### src/hdl/pplor_defines.vh
// register offsets, field positions and reset values of the port block
`ifndef PPLOR_DEFINES_VH
`define PPLOR_DEFINES_VH

`define PPLOR_OFS_PA_OUT    8'h00
`define PPLOR_OFS_PA_DIR    8'h04
`define PPLOR_OFS_PA_PIN    8'h08
`define PPLOR_OFS_PB_OUT    8'h0C
`define PPLOR_OFS_PB_DIR    8'h10
`define PPLOR_OFS_PB_PIN    8'h14
`define PPLOR_OFS_PC_OUT    8'h18
`define PPLOR_OFS_PC_DIR    8'h1C
`define PPLOR_OFS_PC_PIN    8'h20
`define PPLOR_OFS_PG_OUT    8'h24
`define PPLOR_OFS_PG_DIR    8'h28
`define PPLOR_OFS_PG_PIN    8'h2C
`define PPLOR_OFS_LCD_CTRL  8'h30
`define PPLOR_OFS_PORT_STEP 8'h0C

`define PPLOR_RST_OUT       8'h00
`define PPLOR_RST_DIR       8'h00
`define PPLOR_RST_PG        5'h00
`define PPLOR_RST_LCD_MAP   4'h0

`define PPLOR_LCD_EN_BIT    7
`define PPLOR_LCD_MAP_MSB   3
`define PPLOR_LCD_MAP_LSB   0

`define PPLOR_MAP_PG4_MIN   4'h5
`define PPLOR_MAP_PG3_MIN   4'h6
`define PPLOR_MAP_PG10_MIN  4'h0

`define PPLOR_PG_T0_BIT     4
`define PPLOR_PG_T1_BIT     3
`define PPLOR_PG_SEGMENT_LINE_4_BIT   2
`define PPLOR_PG_SEGMENT_LINE_13_BIT  1
`define PPLOR_PG_SEGMENT_LINE_14_BIT  0

`define PPLOR_RDATA_ZERO    32'h00000000

`endif

### src/hdl/pplor_port_ctrl.v
// general purpose ports a, b, c and g with lcd segment takeover of port g
// Overview of operation
// port g bit 4 digital input drives counter 0 external clock.
// port g bit 3 digital input drives counter 1 external clock.
// lcd on and map above 5: g4 pull-up off, output, input disabled.
// g4 analog path carries segment 23, taking priority over counter 0 clock.
// lcd on and map above 6: g3 pull-up off, input, input disabled.
// lcd on: g2 pull-up off, input, input disabled, segment 4.
// lcd on and map above 0: g1, g0 pull-up off, input, input disabled.
// g1 carries segment 13 and g0 segment 14 when taken over.
// ports a, b, c have 8-bit read/write output-level registers, reset 0.
// ports a, b, c have 8-bit read/write direction registers, reset 0.
// ports a, b, c pin-input registers follow pins, no reset, listed read/write.
// without takeover, port g pins follow ordinary port register settings.
`timescale 1ns/100ps
`include "pplor_defines.vh"

module pplor_port_ctrl #(
	parameter NUM_PORTS = 3,
	parameter PORT_W    = 8,
	parameter PG_W      = 5
) (
	input  wire                        clk_sys,
	input  wire                        arst_n,
	input  wire [7:0]                  avs_address,
	input  wire                        avs_read,
	input  wire                        avs_write,
	input  wire [31:0]                 avs_writedata,
	input  wire [3:0]                  avs_byteenable,
	output reg  [31:0]                 avs_readdata,
	output reg                         avs_waitrequest,
	input  wire [NUM_PORTS*PORT_W-1:0] port_abc_in,
	output reg  [NUM_PORTS*PORT_W-1:0] port_abc_out_q,
	output reg  [NUM_PORTS*PORT_W-1:0] port_abc_oe_n_q,
	output reg  [NUM_PORTS*PORT_W-1:0] port_abc_pullup_q,
	input  wire [PG_W-1:0]             port_g_in,
	output reg  [PG_W-1:0]             port_g_out_q,
	output reg  [PG_W-1:0]             port_g_oe_n_q,
	output reg  [PG_W-1:0]             port_g_pullup_q,
	output reg  [PG_W-1:0]             port_g_in_en_q,
	input  wire                        segment_line_4,
	input  wire                        segment_line_13,
	input  wire                        segment_line_14,
	input  wire                        segment_line_23,
	input  wire                        segment_line_24,
	output reg  [PG_W-1:0]             port_g_seg_connect_q,
	output reg  [PG_W-1:0]             port_g_analog_q,
	output reg                         counter0_ext_clock_in,
	output reg                         counter1_ext_clock_in
);

	// software state
	reg  [PORT_W-1:0] out_lvl_q [0:NUM_PORTS-1];
	reg  [PORT_W-1:0] dir_q     [0:NUM_PORTS-1];
	reg  [PORT_W-1:0] pin_q     [0:NUM_PORTS-1];
	reg  [PG_W-1:0]   pg_out_lvl_q;
	reg  [PG_W-1:0]   pg_dir_q;
	reg  [PG_W-1:0]   pg_pin_q;
	reg               lcd_enable_bit;
	reg  [3:0]        lcd_pin_map_field;

	// bus handshake
	reg               ack_q;
	wire              req;
	wire              wr_take;
	wire [7:0]        wadr;

	assign req     = avs_read | avs_write;
	assign wr_take = avs_write & ack_q;
	assign wadr    = {avs_address[7:2], 2'b00};

	// two-cycle answer: waitrequest drops on the first edge that sees the request
	always @(posedge clk_sys or negedge arst_n) begin
		if (!arst_n)
			ack_q <= 1'b0;
		else
			ack_q <= req & ~ack_q;
	end

	// own flop so the bus sees no logic after the register
	always @(posedge clk_sys or negedge arst_n) begin
		if (!arst_n)
			avs_waitrequest <= 1'b1;
		else
			avs_waitrequest <= ~(req & ~ack_q);
	end

	// ports a, b, c
	genvar gi;
	generate
		for (gi = 0; gi < NUM_PORTS; gi = gi + 1) begin : g_port
			// each port owns three words, one step apart
			wire [31:0] base_full;
			wire [7:0]  base;
			wire        hit_out;
			wire        hit_dir;
			assign base_full = gi * `PPLOR_OFS_PORT_STEP;
			assign base      = base_full[7:0];
			assign hit_out   = wr_take && avs_byteenable[0] && (wadr == base + `PPLOR_OFS_PA_OUT);
			assign hit_dir   = wr_take && avs_byteenable[0] && (wadr == base + `PPLOR_OFS_PA_DIR);

			always @(posedge clk_sys or negedge arst_n) begin
				if (!arst_n)
					out_lvl_q[gi] <= `PPLOR_RST_OUT;
				else if (hit_out)
					out_lvl_q[gi] <= avs_writedata[PORT_W-1:0];
			end

			always @(posedge clk_sys or negedge arst_n) begin
				if (!arst_n)
					dir_q[gi] <= `PPLOR_RST_DIR;
				else if (hit_dir)
					dir_q[gi] <= avs_writedata[PORT_W-1:0];
			end

			// pin sample has no reset value; writes to it are accepted and dropped
			always @(posedge clk_sys) begin
				pin_q[gi] <= port_abc_in[gi*PORT_W +: PORT_W];
			end

			always @(posedge clk_sys or negedge arst_n) begin
				if (!arst_n)
					port_abc_out_q[gi*PORT_W +: PORT_W] <= `PPLOR_RST_OUT;
				else
					port_abc_out_q[gi*PORT_W +: PORT_W] <= out_lvl_q[gi];
			end

			always @(posedge clk_sys or negedge arst_n) begin
				if (!arst_n)
					port_abc_oe_n_q[gi*PORT_W +: PORT_W] <= {PORT_W{1'b1}};
				else
					port_abc_oe_n_q[gi*PORT_W +: PORT_W] <= ~dir_q[gi];
			end

			// pull-up only on an input whose level bit is set
			always @(posedge clk_sys or negedge arst_n) begin
				if (!arst_n)
					port_abc_pullup_q[gi*PORT_W +: PORT_W] <= {PORT_W{1'b0}};
				else
					port_abc_pullup_q[gi*PORT_W +: PORT_W] <= out_lvl_q[gi] & ~dir_q[gi];
			end
		end
	endgenerate

	// port g and lcd control registers
	wire pg_out_hit;
	wire pg_dir_hit;
	wire lcd_ctrl_hit;

	// write strobes, one per writable register word; the port g pin word has none
	assign pg_out_hit   = wr_take && avs_byteenable[0] && (wadr == `PPLOR_OFS_PG_OUT);
	assign pg_dir_hit   = wr_take && avs_byteenable[0] && (wadr == `PPLOR_OFS_PG_DIR);
	assign lcd_ctrl_hit = wr_take && avs_byteenable[0] && (wadr == `PPLOR_OFS_LCD_CTRL);

	always @(posedge clk_sys or negedge arst_n) begin
		if (!arst_n)
			pg_out_lvl_q <= `PPLOR_RST_PG;
		else if (pg_out_hit)
			pg_out_lvl_q <= avs_writedata[PG_W-1:0];
	end

	always @(posedge clk_sys or negedge arst_n) begin
		if (!arst_n)
			pg_dir_q <= `PPLOR_RST_PG;
		else if (pg_dir_hit)
			pg_dir_q <= avs_writedata[PG_W-1:0];
	end

	// enable and pin map share one word, so they change together
	always @(posedge clk_sys or negedge arst_n) begin
		if (!arst_n) begin
			lcd_enable_bit    <= 1'b0;
			lcd_pin_map_field <= `PPLOR_RST_LCD_MAP;
		end else if (lcd_ctrl_hit) begin
			lcd_enable_bit    <= avs_writedata[`PPLOR_LCD_EN_BIT];
			lcd_pin_map_field <= avs_writedata[`PPLOR_LCD_MAP_MSB:`PPLOR_LCD_MAP_LSB];
		end
	end

	// raw pin sample; the read path applies the input enable
	always @(posedge clk_sys) begin
		pg_pin_q <= port_g_in;
	end

	// lcd takeover terms, one per port g pin
	wire [PG_W-1:0] pullup_override_enable;
	wire [PG_W-1:0] direction_override_enable;
	wire [PG_W-1:0] direction_override_value;
	wire [PG_W-1:0] input_enable_override_enable;
	wire [PG_W-1:0] pullup_override_value;
	wire [PG_W-1:0] input_enable_override_value;
	wire [PG_W-1:0] output_value_override_enable;
	wire [PG_W-1:0] lcd_take;

	assign lcd_take[4] = lcd_enable_bit & (lcd_pin_map_field > `PPLOR_MAP_PG4_MIN);
	assign lcd_take[3] = lcd_enable_bit & (lcd_pin_map_field > `PPLOR_MAP_PG3_MIN);
	assign lcd_take[2] = lcd_enable_bit;
	assign lcd_take[1] = lcd_enable_bit & (lcd_pin_map_field > `PPLOR_MAP_PG10_MIN);
	assign lcd_take[0] = lcd_take[1];

	assign pullup_override_enable       = lcd_take;
	assign pullup_override_value        = {PG_W{1'b0}};
	assign direction_override_enable    = lcd_take;
	// only the segment 23 pin is forced to output
	assign direction_override_value     = 5'h10;
	assign output_value_override_enable = {PG_W{1'b0}};
	assign input_enable_override_enable = lcd_take;
	assign input_enable_override_value  = {PG_W{1'b0}};

	reg [PG_W-1:0] pg_dir_d;
	reg [PG_W-1:0] pg_pu_d;
	reg [PG_W-1:0] pg_ie_d;
	reg [PG_W-1:0] pg_seg_lvl;
	integer        k;

	always @* begin
		pg_dir_d   = pg_dir_q;
		pg_pu_d    = pg_out_lvl_q & ~pg_dir_q;
		pg_ie_d    = {PG_W{1'b1}};
		pg_seg_lvl = {segment_line_23, segment_line_24, segment_line_4,
			segment_line_13, segment_line_14};
		for (k = 0; k < PG_W; k = k + 1) begin
			if (pullup_override_enable[k])
				pg_pu_d[k] = pullup_override_value[k];
			if (direction_override_enable[k])
				pg_dir_d[k] = direction_override_value[k];
			if (input_enable_override_enable[k])
				pg_ie_d[k] = input_enable_override_value[k];
		end
	end

	// level overrides never touch the port value
	always @(posedge clk_sys or negedge arst_n) begin
		if (!arst_n)
			port_g_out_q <= `PPLOR_RST_PG;
		else
			port_g_out_q <= pg_out_lvl_q & ~output_value_override_enable;
	end

	always @(posedge clk_sys or negedge arst_n) begin
		if (!arst_n)
			port_g_oe_n_q <= {PG_W{1'b1}};
		else
			port_g_oe_n_q <= ~pg_dir_d;
	end

	always @(posedge clk_sys or negedge arst_n) begin
		if (!arst_n)
			port_g_pullup_q <= `PPLOR_RST_PG;
		else
			port_g_pullup_q <= pg_pu_d;
	end

	always @(posedge clk_sys or negedge arst_n) begin
		if (!arst_n)
			port_g_in_en_q <= {PG_W{1'b1}};
		else
			port_g_in_en_q <= pg_ie_d;
	end

	// analog path closes only while the pin is taken over
	always @(posedge clk_sys or negedge arst_n) begin
		if (!arst_n)
			port_g_seg_connect_q <= `PPLOR_RST_PG;
		else
			port_g_seg_connect_q <= lcd_take;
	end

	always @(posedge clk_sys or negedge arst_n) begin
		if (!arst_n)
			port_g_analog_q <= `PPLOR_RST_PG;
		else
			port_g_analog_q <= lcd_take & pg_seg_lvl;
	end

	// disabled input reads low, so segment use starves the counters
	always @(posedge clk_sys or negedge arst_n) begin
		if (!arst_n)
			counter0_ext_clock_in <= 1'b0;
		else
			counter0_ext_clock_in <= port_g_in[`PPLOR_PG_T0_BIT] & pg_ie_d[`PPLOR_PG_T0_BIT];
	end

	// counter 1 loses its clock the same way once segment 24 is on
	always @(posedge clk_sys or negedge arst_n) begin
		if (!arst_n)
			counter1_ext_clock_in <= 1'b0;
		else
			counter1_ext_clock_in <= port_g_in[`PPLOR_PG_T1_BIT] & pg_ie_d[`PPLOR_PG_T1_BIT];
	end

	// read mux, loaded on the same edge that waitrequest falls
	reg [31:0] rdata_d;
	always @* begin
		rdata_d = `PPLOR_RDATA_ZERO;
		case (wadr)
			`PPLOR_OFS_PA_OUT:   rdata_d[PORT_W-1:0] = out_lvl_q[0];
			`PPLOR_OFS_PA_DIR:   rdata_d[PORT_W-1:0] = dir_q[0];
			`PPLOR_OFS_PA_PIN:   rdata_d[PORT_W-1:0] = pin_q[0];
			`PPLOR_OFS_PB_OUT:   rdata_d[PORT_W-1:0] = out_lvl_q[1];
			`PPLOR_OFS_PB_DIR:   rdata_d[PORT_W-1:0] = dir_q[1];
			`PPLOR_OFS_PB_PIN:   rdata_d[PORT_W-1:0] = pin_q[1];
			`PPLOR_OFS_PC_OUT:   rdata_d[PORT_W-1:0] = out_lvl_q[2];
			`PPLOR_OFS_PC_DIR:   rdata_d[PORT_W-1:0] = dir_q[2];
			`PPLOR_OFS_PC_PIN:   rdata_d[PORT_W-1:0] = pin_q[2];
			`PPLOR_OFS_PG_OUT:   rdata_d[PG_W-1:0]   = pg_out_lvl_q;
			`PPLOR_OFS_PG_DIR:   rdata_d[PG_W-1:0]   = pg_dir_q;
			`PPLOR_OFS_PG_PIN:   rdata_d[PG_W-1:0]   = pg_pin_q & pg_ie_d;
			`PPLOR_OFS_LCD_CTRL: begin
				rdata_d[`PPLOR_LCD_EN_BIT] = lcd_enable_bit;
				rdata_d[`PPLOR_LCD_MAP_MSB:`PPLOR_LCD_MAP_LSB] = lcd_pin_map_field;
			end
			default:             rdata_d = `PPLOR_RDATA_ZERO;
		endcase
	end

	always @(posedge clk_sys or negedge arst_n) begin
		if (!arst_n) begin
			avs_readdata <= `PPLOR_RDATA_ZERO;
		end else if (avs_read && !ack_q) begin
			// loaded once per read, held until the next one
			avs_readdata <= rdata_d;
		end
	end

endmodule

### config.mk
export PLATFORM = sky130hd
export DESIGN_NAME = pplor_port_ctrl
export DESIGN_NICKNAME = d
export VERILOG_FILES = /design/src/hdl/pplor_port_ctrl.v
export VERILOG_INCLUDE_DIRS = /design/src /design/src/hdl
export SDC_FILE = /design/constraint.sdc
export NUM_CORES = 1
export LEC_CHECK = 0
export ABC_CLOCK_PERIOD_IN_PS = 1760
export BUFFER_PORTS_ARGS = -buffer_cell sky130_fd_sc_hd__buf_2
export CORE_UTILIZATION = 47
export CTS_BUF_LIST = sky130_fd_sc_hd__clkbuf_8
export CTS_CLUSTER_DIAMETER = 200
export DETAILED_ROUTE_END_ITERATION = 12
export GPL_ROUTABILITY_DRIVEN = 0
export HOLD_SLACK_MARGIN = 0.02
export PLACE_DENSITY = 0.76
export REMOVE_ABC_BUFFERS = 1
export SLEW_MARGIN = 0
export SYNTH_ARGS = -nofsm -noshare
export SYNTH_HDL_FRONTEND = slang
export SYNTH_SLANG_ARGS = --single-unit
export TNS_END_PERCENT = 30
### constraint.sdc
create_clock -name clk_sys -period 1.76 [get_ports clk_sys]
set_input_delay 0.352 -clock clk_sys [delete_from_list [all_inputs] [get_ports clk_sys]]
set_output_delay 0.352 -clock clk_sys [all_outputs]
set_load 0.005 [all_outputs]
==> run summary <==
Post-synthesis cell area -> 0.00751 mm^2
# DRC -> 0
Launch point of the worst reg-to-reg path -> ack_q
Outcome -> complete, no violations
Final ANT Viol Nets -> 0
Setup TNS -> 0 ns
Most frequently used flop master after synthesis -> dfrtp_1
Worst clock skew -> 0.0406 ns
Critical Path Source Type -> register
Fraction of layout cells with a size suffix above 1 -> 0.460
Die X -> 128 um
Reg clk slew, reported paths -> 0.06 ns
Post-detail-place hpwl -> 12.0 mm
Number of global-route vias before repair -> 5,168
Synth area leader -> dfrtp_1
WP data arrival -> 2.08 ns
WP buf/inv -> 1
Largest cells by area after synthesis -> dfrtp_1 47%, dfstp_2 12%, mux2_2 8.2%
Max cap viols -> 0
CTS root buf -> clkbuf_8
Switching power total -> 2260 uW
Worst Path Required -> 2.14 ns
Critical path startpoint -> ack_q
Pre-CTS setup slack -> -0.162 ns
Mean number of vias per cell -> 4.93
First-pass GRT wire length -> 27.5 mm
Final Max Slew Viols -> 0
Switching Share -> 0.229
Share of power burned in registers -> 0.514
P&R area growth vs syn -> 29.0%
Power share of the clock group -> 0.409
Port bufs -> 165
Synth Register Bits -> 204
# clock sinks -> 204
Netlist cell types -> 45
Cells after Synth -> 517
Tot GR Track Use -> 0.222
CP Capture Type -> register
Synth cell count leaders -> 141 x dfrtp_1, 55 x mux2_2, 34 x dfstp_2, 34 x nand2_1, 30 x buf_4
IO Count -> 219
CP max FO -> 7
Slew headroom -> 0.656
DRT iter0 DRCs -> 296
Antenna cells -> 0
Endpoints failing setup -> 0
FMAX -> 589 MHz
Final Hold Vio Count -> 0
# H-tree levels -> 2
Worst-skew pair later-pin latency -> 0.52 ns
Cells along the critical path -> and3_1, and4_1, buf_4, mux2_2
Logic pwr share -> 0.077
WS Path Type -> register to register
Kind of cell adding the most delay to the critical path -> simple AND/OR/NAND/NOR gates
Initial antenna violation count -> 0
Fin util -> 0.630
Post-Syn Area per Cell -> 14.5 um^2
Yosys warnings -> 0
Total CTS buffers -> 35
Slowest stage delay, CP -> 0.40 ns
Routed Wire Length -> 17.5 mm
Die area -> 0.0165 mm^2
Cell internal pwr -> 7620 uW
Pwr Total -> 9880 uW
Post-synth ARST share -> 0.858
DR vias -> 4,930
CTS Buffer Depth -> 3
P per Cell Area -> 1020 mW/mm^2
WL/cell -> 17.5 um
Count leader, synth -> dfrtp_1
Largest net degree at the start of global routing -> 76
Synth top area share -> 0.470
Die H -> 128 um
RSZ-0062 raised after global routing -> false
Min-Delay Path Class -> input port to register
CP max-delay cell -> dfrtp_1
Worst-Margin Slew -> 0.513 ns
TritonRoute pass-1 iters -> 4
PnR worst setup slack -> 0.0615 ns
Start point of the worst hold path -> segment_line_13
Fin crit period -> 1.70 ns
Row cnt -> 45
Fillers -> 1,173
Initial Util -> 0.488
Final period util -> 0.965
Layout Nets -> 847
Placed cells -> 908
Non-filler cells, final -> 1,000
CTS tree -> built
Core Box Area -> 0.0154 mm^2
Sequential fraction of the synthesis area -> 0.666
EDFF count, synth -> 0
Total gr overflow -> 0
Leak -> 0.00496 uW
Worst IR Drop VDD -> 0.684 mV
==> worst reg2reg max path: stages, from the launching register on <==
cell	delay [ns]
dfrtp_1	0.40
and3_1	0.33
and4_1	0.32
buf_4	0.19
mux2_2	0.34
==> sequential cells by signal (all words and copies together) (netlist names), 8 cells and up <==
register and count:
out_lvl_q 24, port_abc_out_q 24, port_abc_oe_n_q 24, dir_q 24
avs_readdata 8, pin_q 24, port_abc_pullup_q 24
==> kinds of logic after synthesis <==
| kind of cell | count (synthesis) | share of synthesized area |
|---|---|---|
| AOI/OAI and AO/OA | 62 | 0.0612 |
| buffers and inverters | 76 | 0.0615 |
| and+or+nand+nor | 105 | 0.0911 |
| other | 1 | 0.000499 |
| muxes | 69 | 0.119 |
| DFF | 204 | 0.666 |
==> area by class of cell <==
type	instances	area [um^2]	share of cell area
clock inverter	19	103	0.0106
clock buffer	42	578	0.0597
inverter	29	109	0.0112
multi-input combinational	260	2140	0.220
sequential	204	5000	0.516
timing repair buffer	235	1500	0.154
tap	211	264	0.0273
==> layer usage <==
layer | wire length (um) | global-route usage | vias to the layer above
met5 | 0 | 0 | -
met4 | 304 | 0.0644 | 0
met3 | 1170 | 0.0653 | 23
met2 | 8660 | 0.366 | 184
met1 | 7380 | 0.285 | 2488
li1 | - | - | 2235
==> per-stage QoR <==
stage	area [um^2]	hold slack [ns]
2_1_floorplan	7240	0.0564
4_1_cts	9670	0.0342
3_3_place_gp	8690	0.348
6_report	9690	0.0591
5_1_grt	9690	0.0527
3_5_place_dp	8690	0.354
==> power groups by stage <==
stage          combinational (uW)  sequential (uW)  clock (uW)
2_1_floorplan                 260             5130           0
3_3_place_gp                  688             5140           0
3_5_place_dp                  707             5150           0
4_1_cts                       762             5080        4140
5_1_grt                       831             5100        4390
6_report                      757             5080        4040
==> path summary, 6_finish.rpt <==
path	end	slack, ns	cells past startpoint
max	out_lvl_q[9]	0.06	4
min	port_g_analog_q[1]	0.06	2
max reg2reg	out_lvl_q[9]	0.06	4
min reg2reg	port_abc_out_q[8]	0.42	0
max in group asynchronous	avs_waitrequest	0.96	3
min in group asynchronous	port_abc_pullup_q[10]	0.38	3
==> cells in the final DEF (no fill, tap or decap), types with 6 or more instances in the layout <==
cell	n
inv_1	44
conb_1	24
mux2_2	55
a32oi_1	6
and3_1	8
a22o_1	10
dfxtp_1	29
buf_2	164
a22oi_1	7
and2_1	9
dfrtp_1	140
mux4_2	11
o21ai_0	19
buf_4	35
nand2_1	34
nor2b_1	28
dfstp_2	34
clkbuf_8	42
dlygate4sd3_1	30
==> timing repair <==
| item | CTS | global route |
|---|---|---|
| endpoints found under the setup margin | 0 | 2 |
| resized for setup | 0 | 2 |
| endpoints found under the hold margin | 170 | 0 |
| hold buffers | 30 | 0 |
| buffers inserted | 0 | 1 |
No activity file was read; power rests on OpenSTA's default activity.
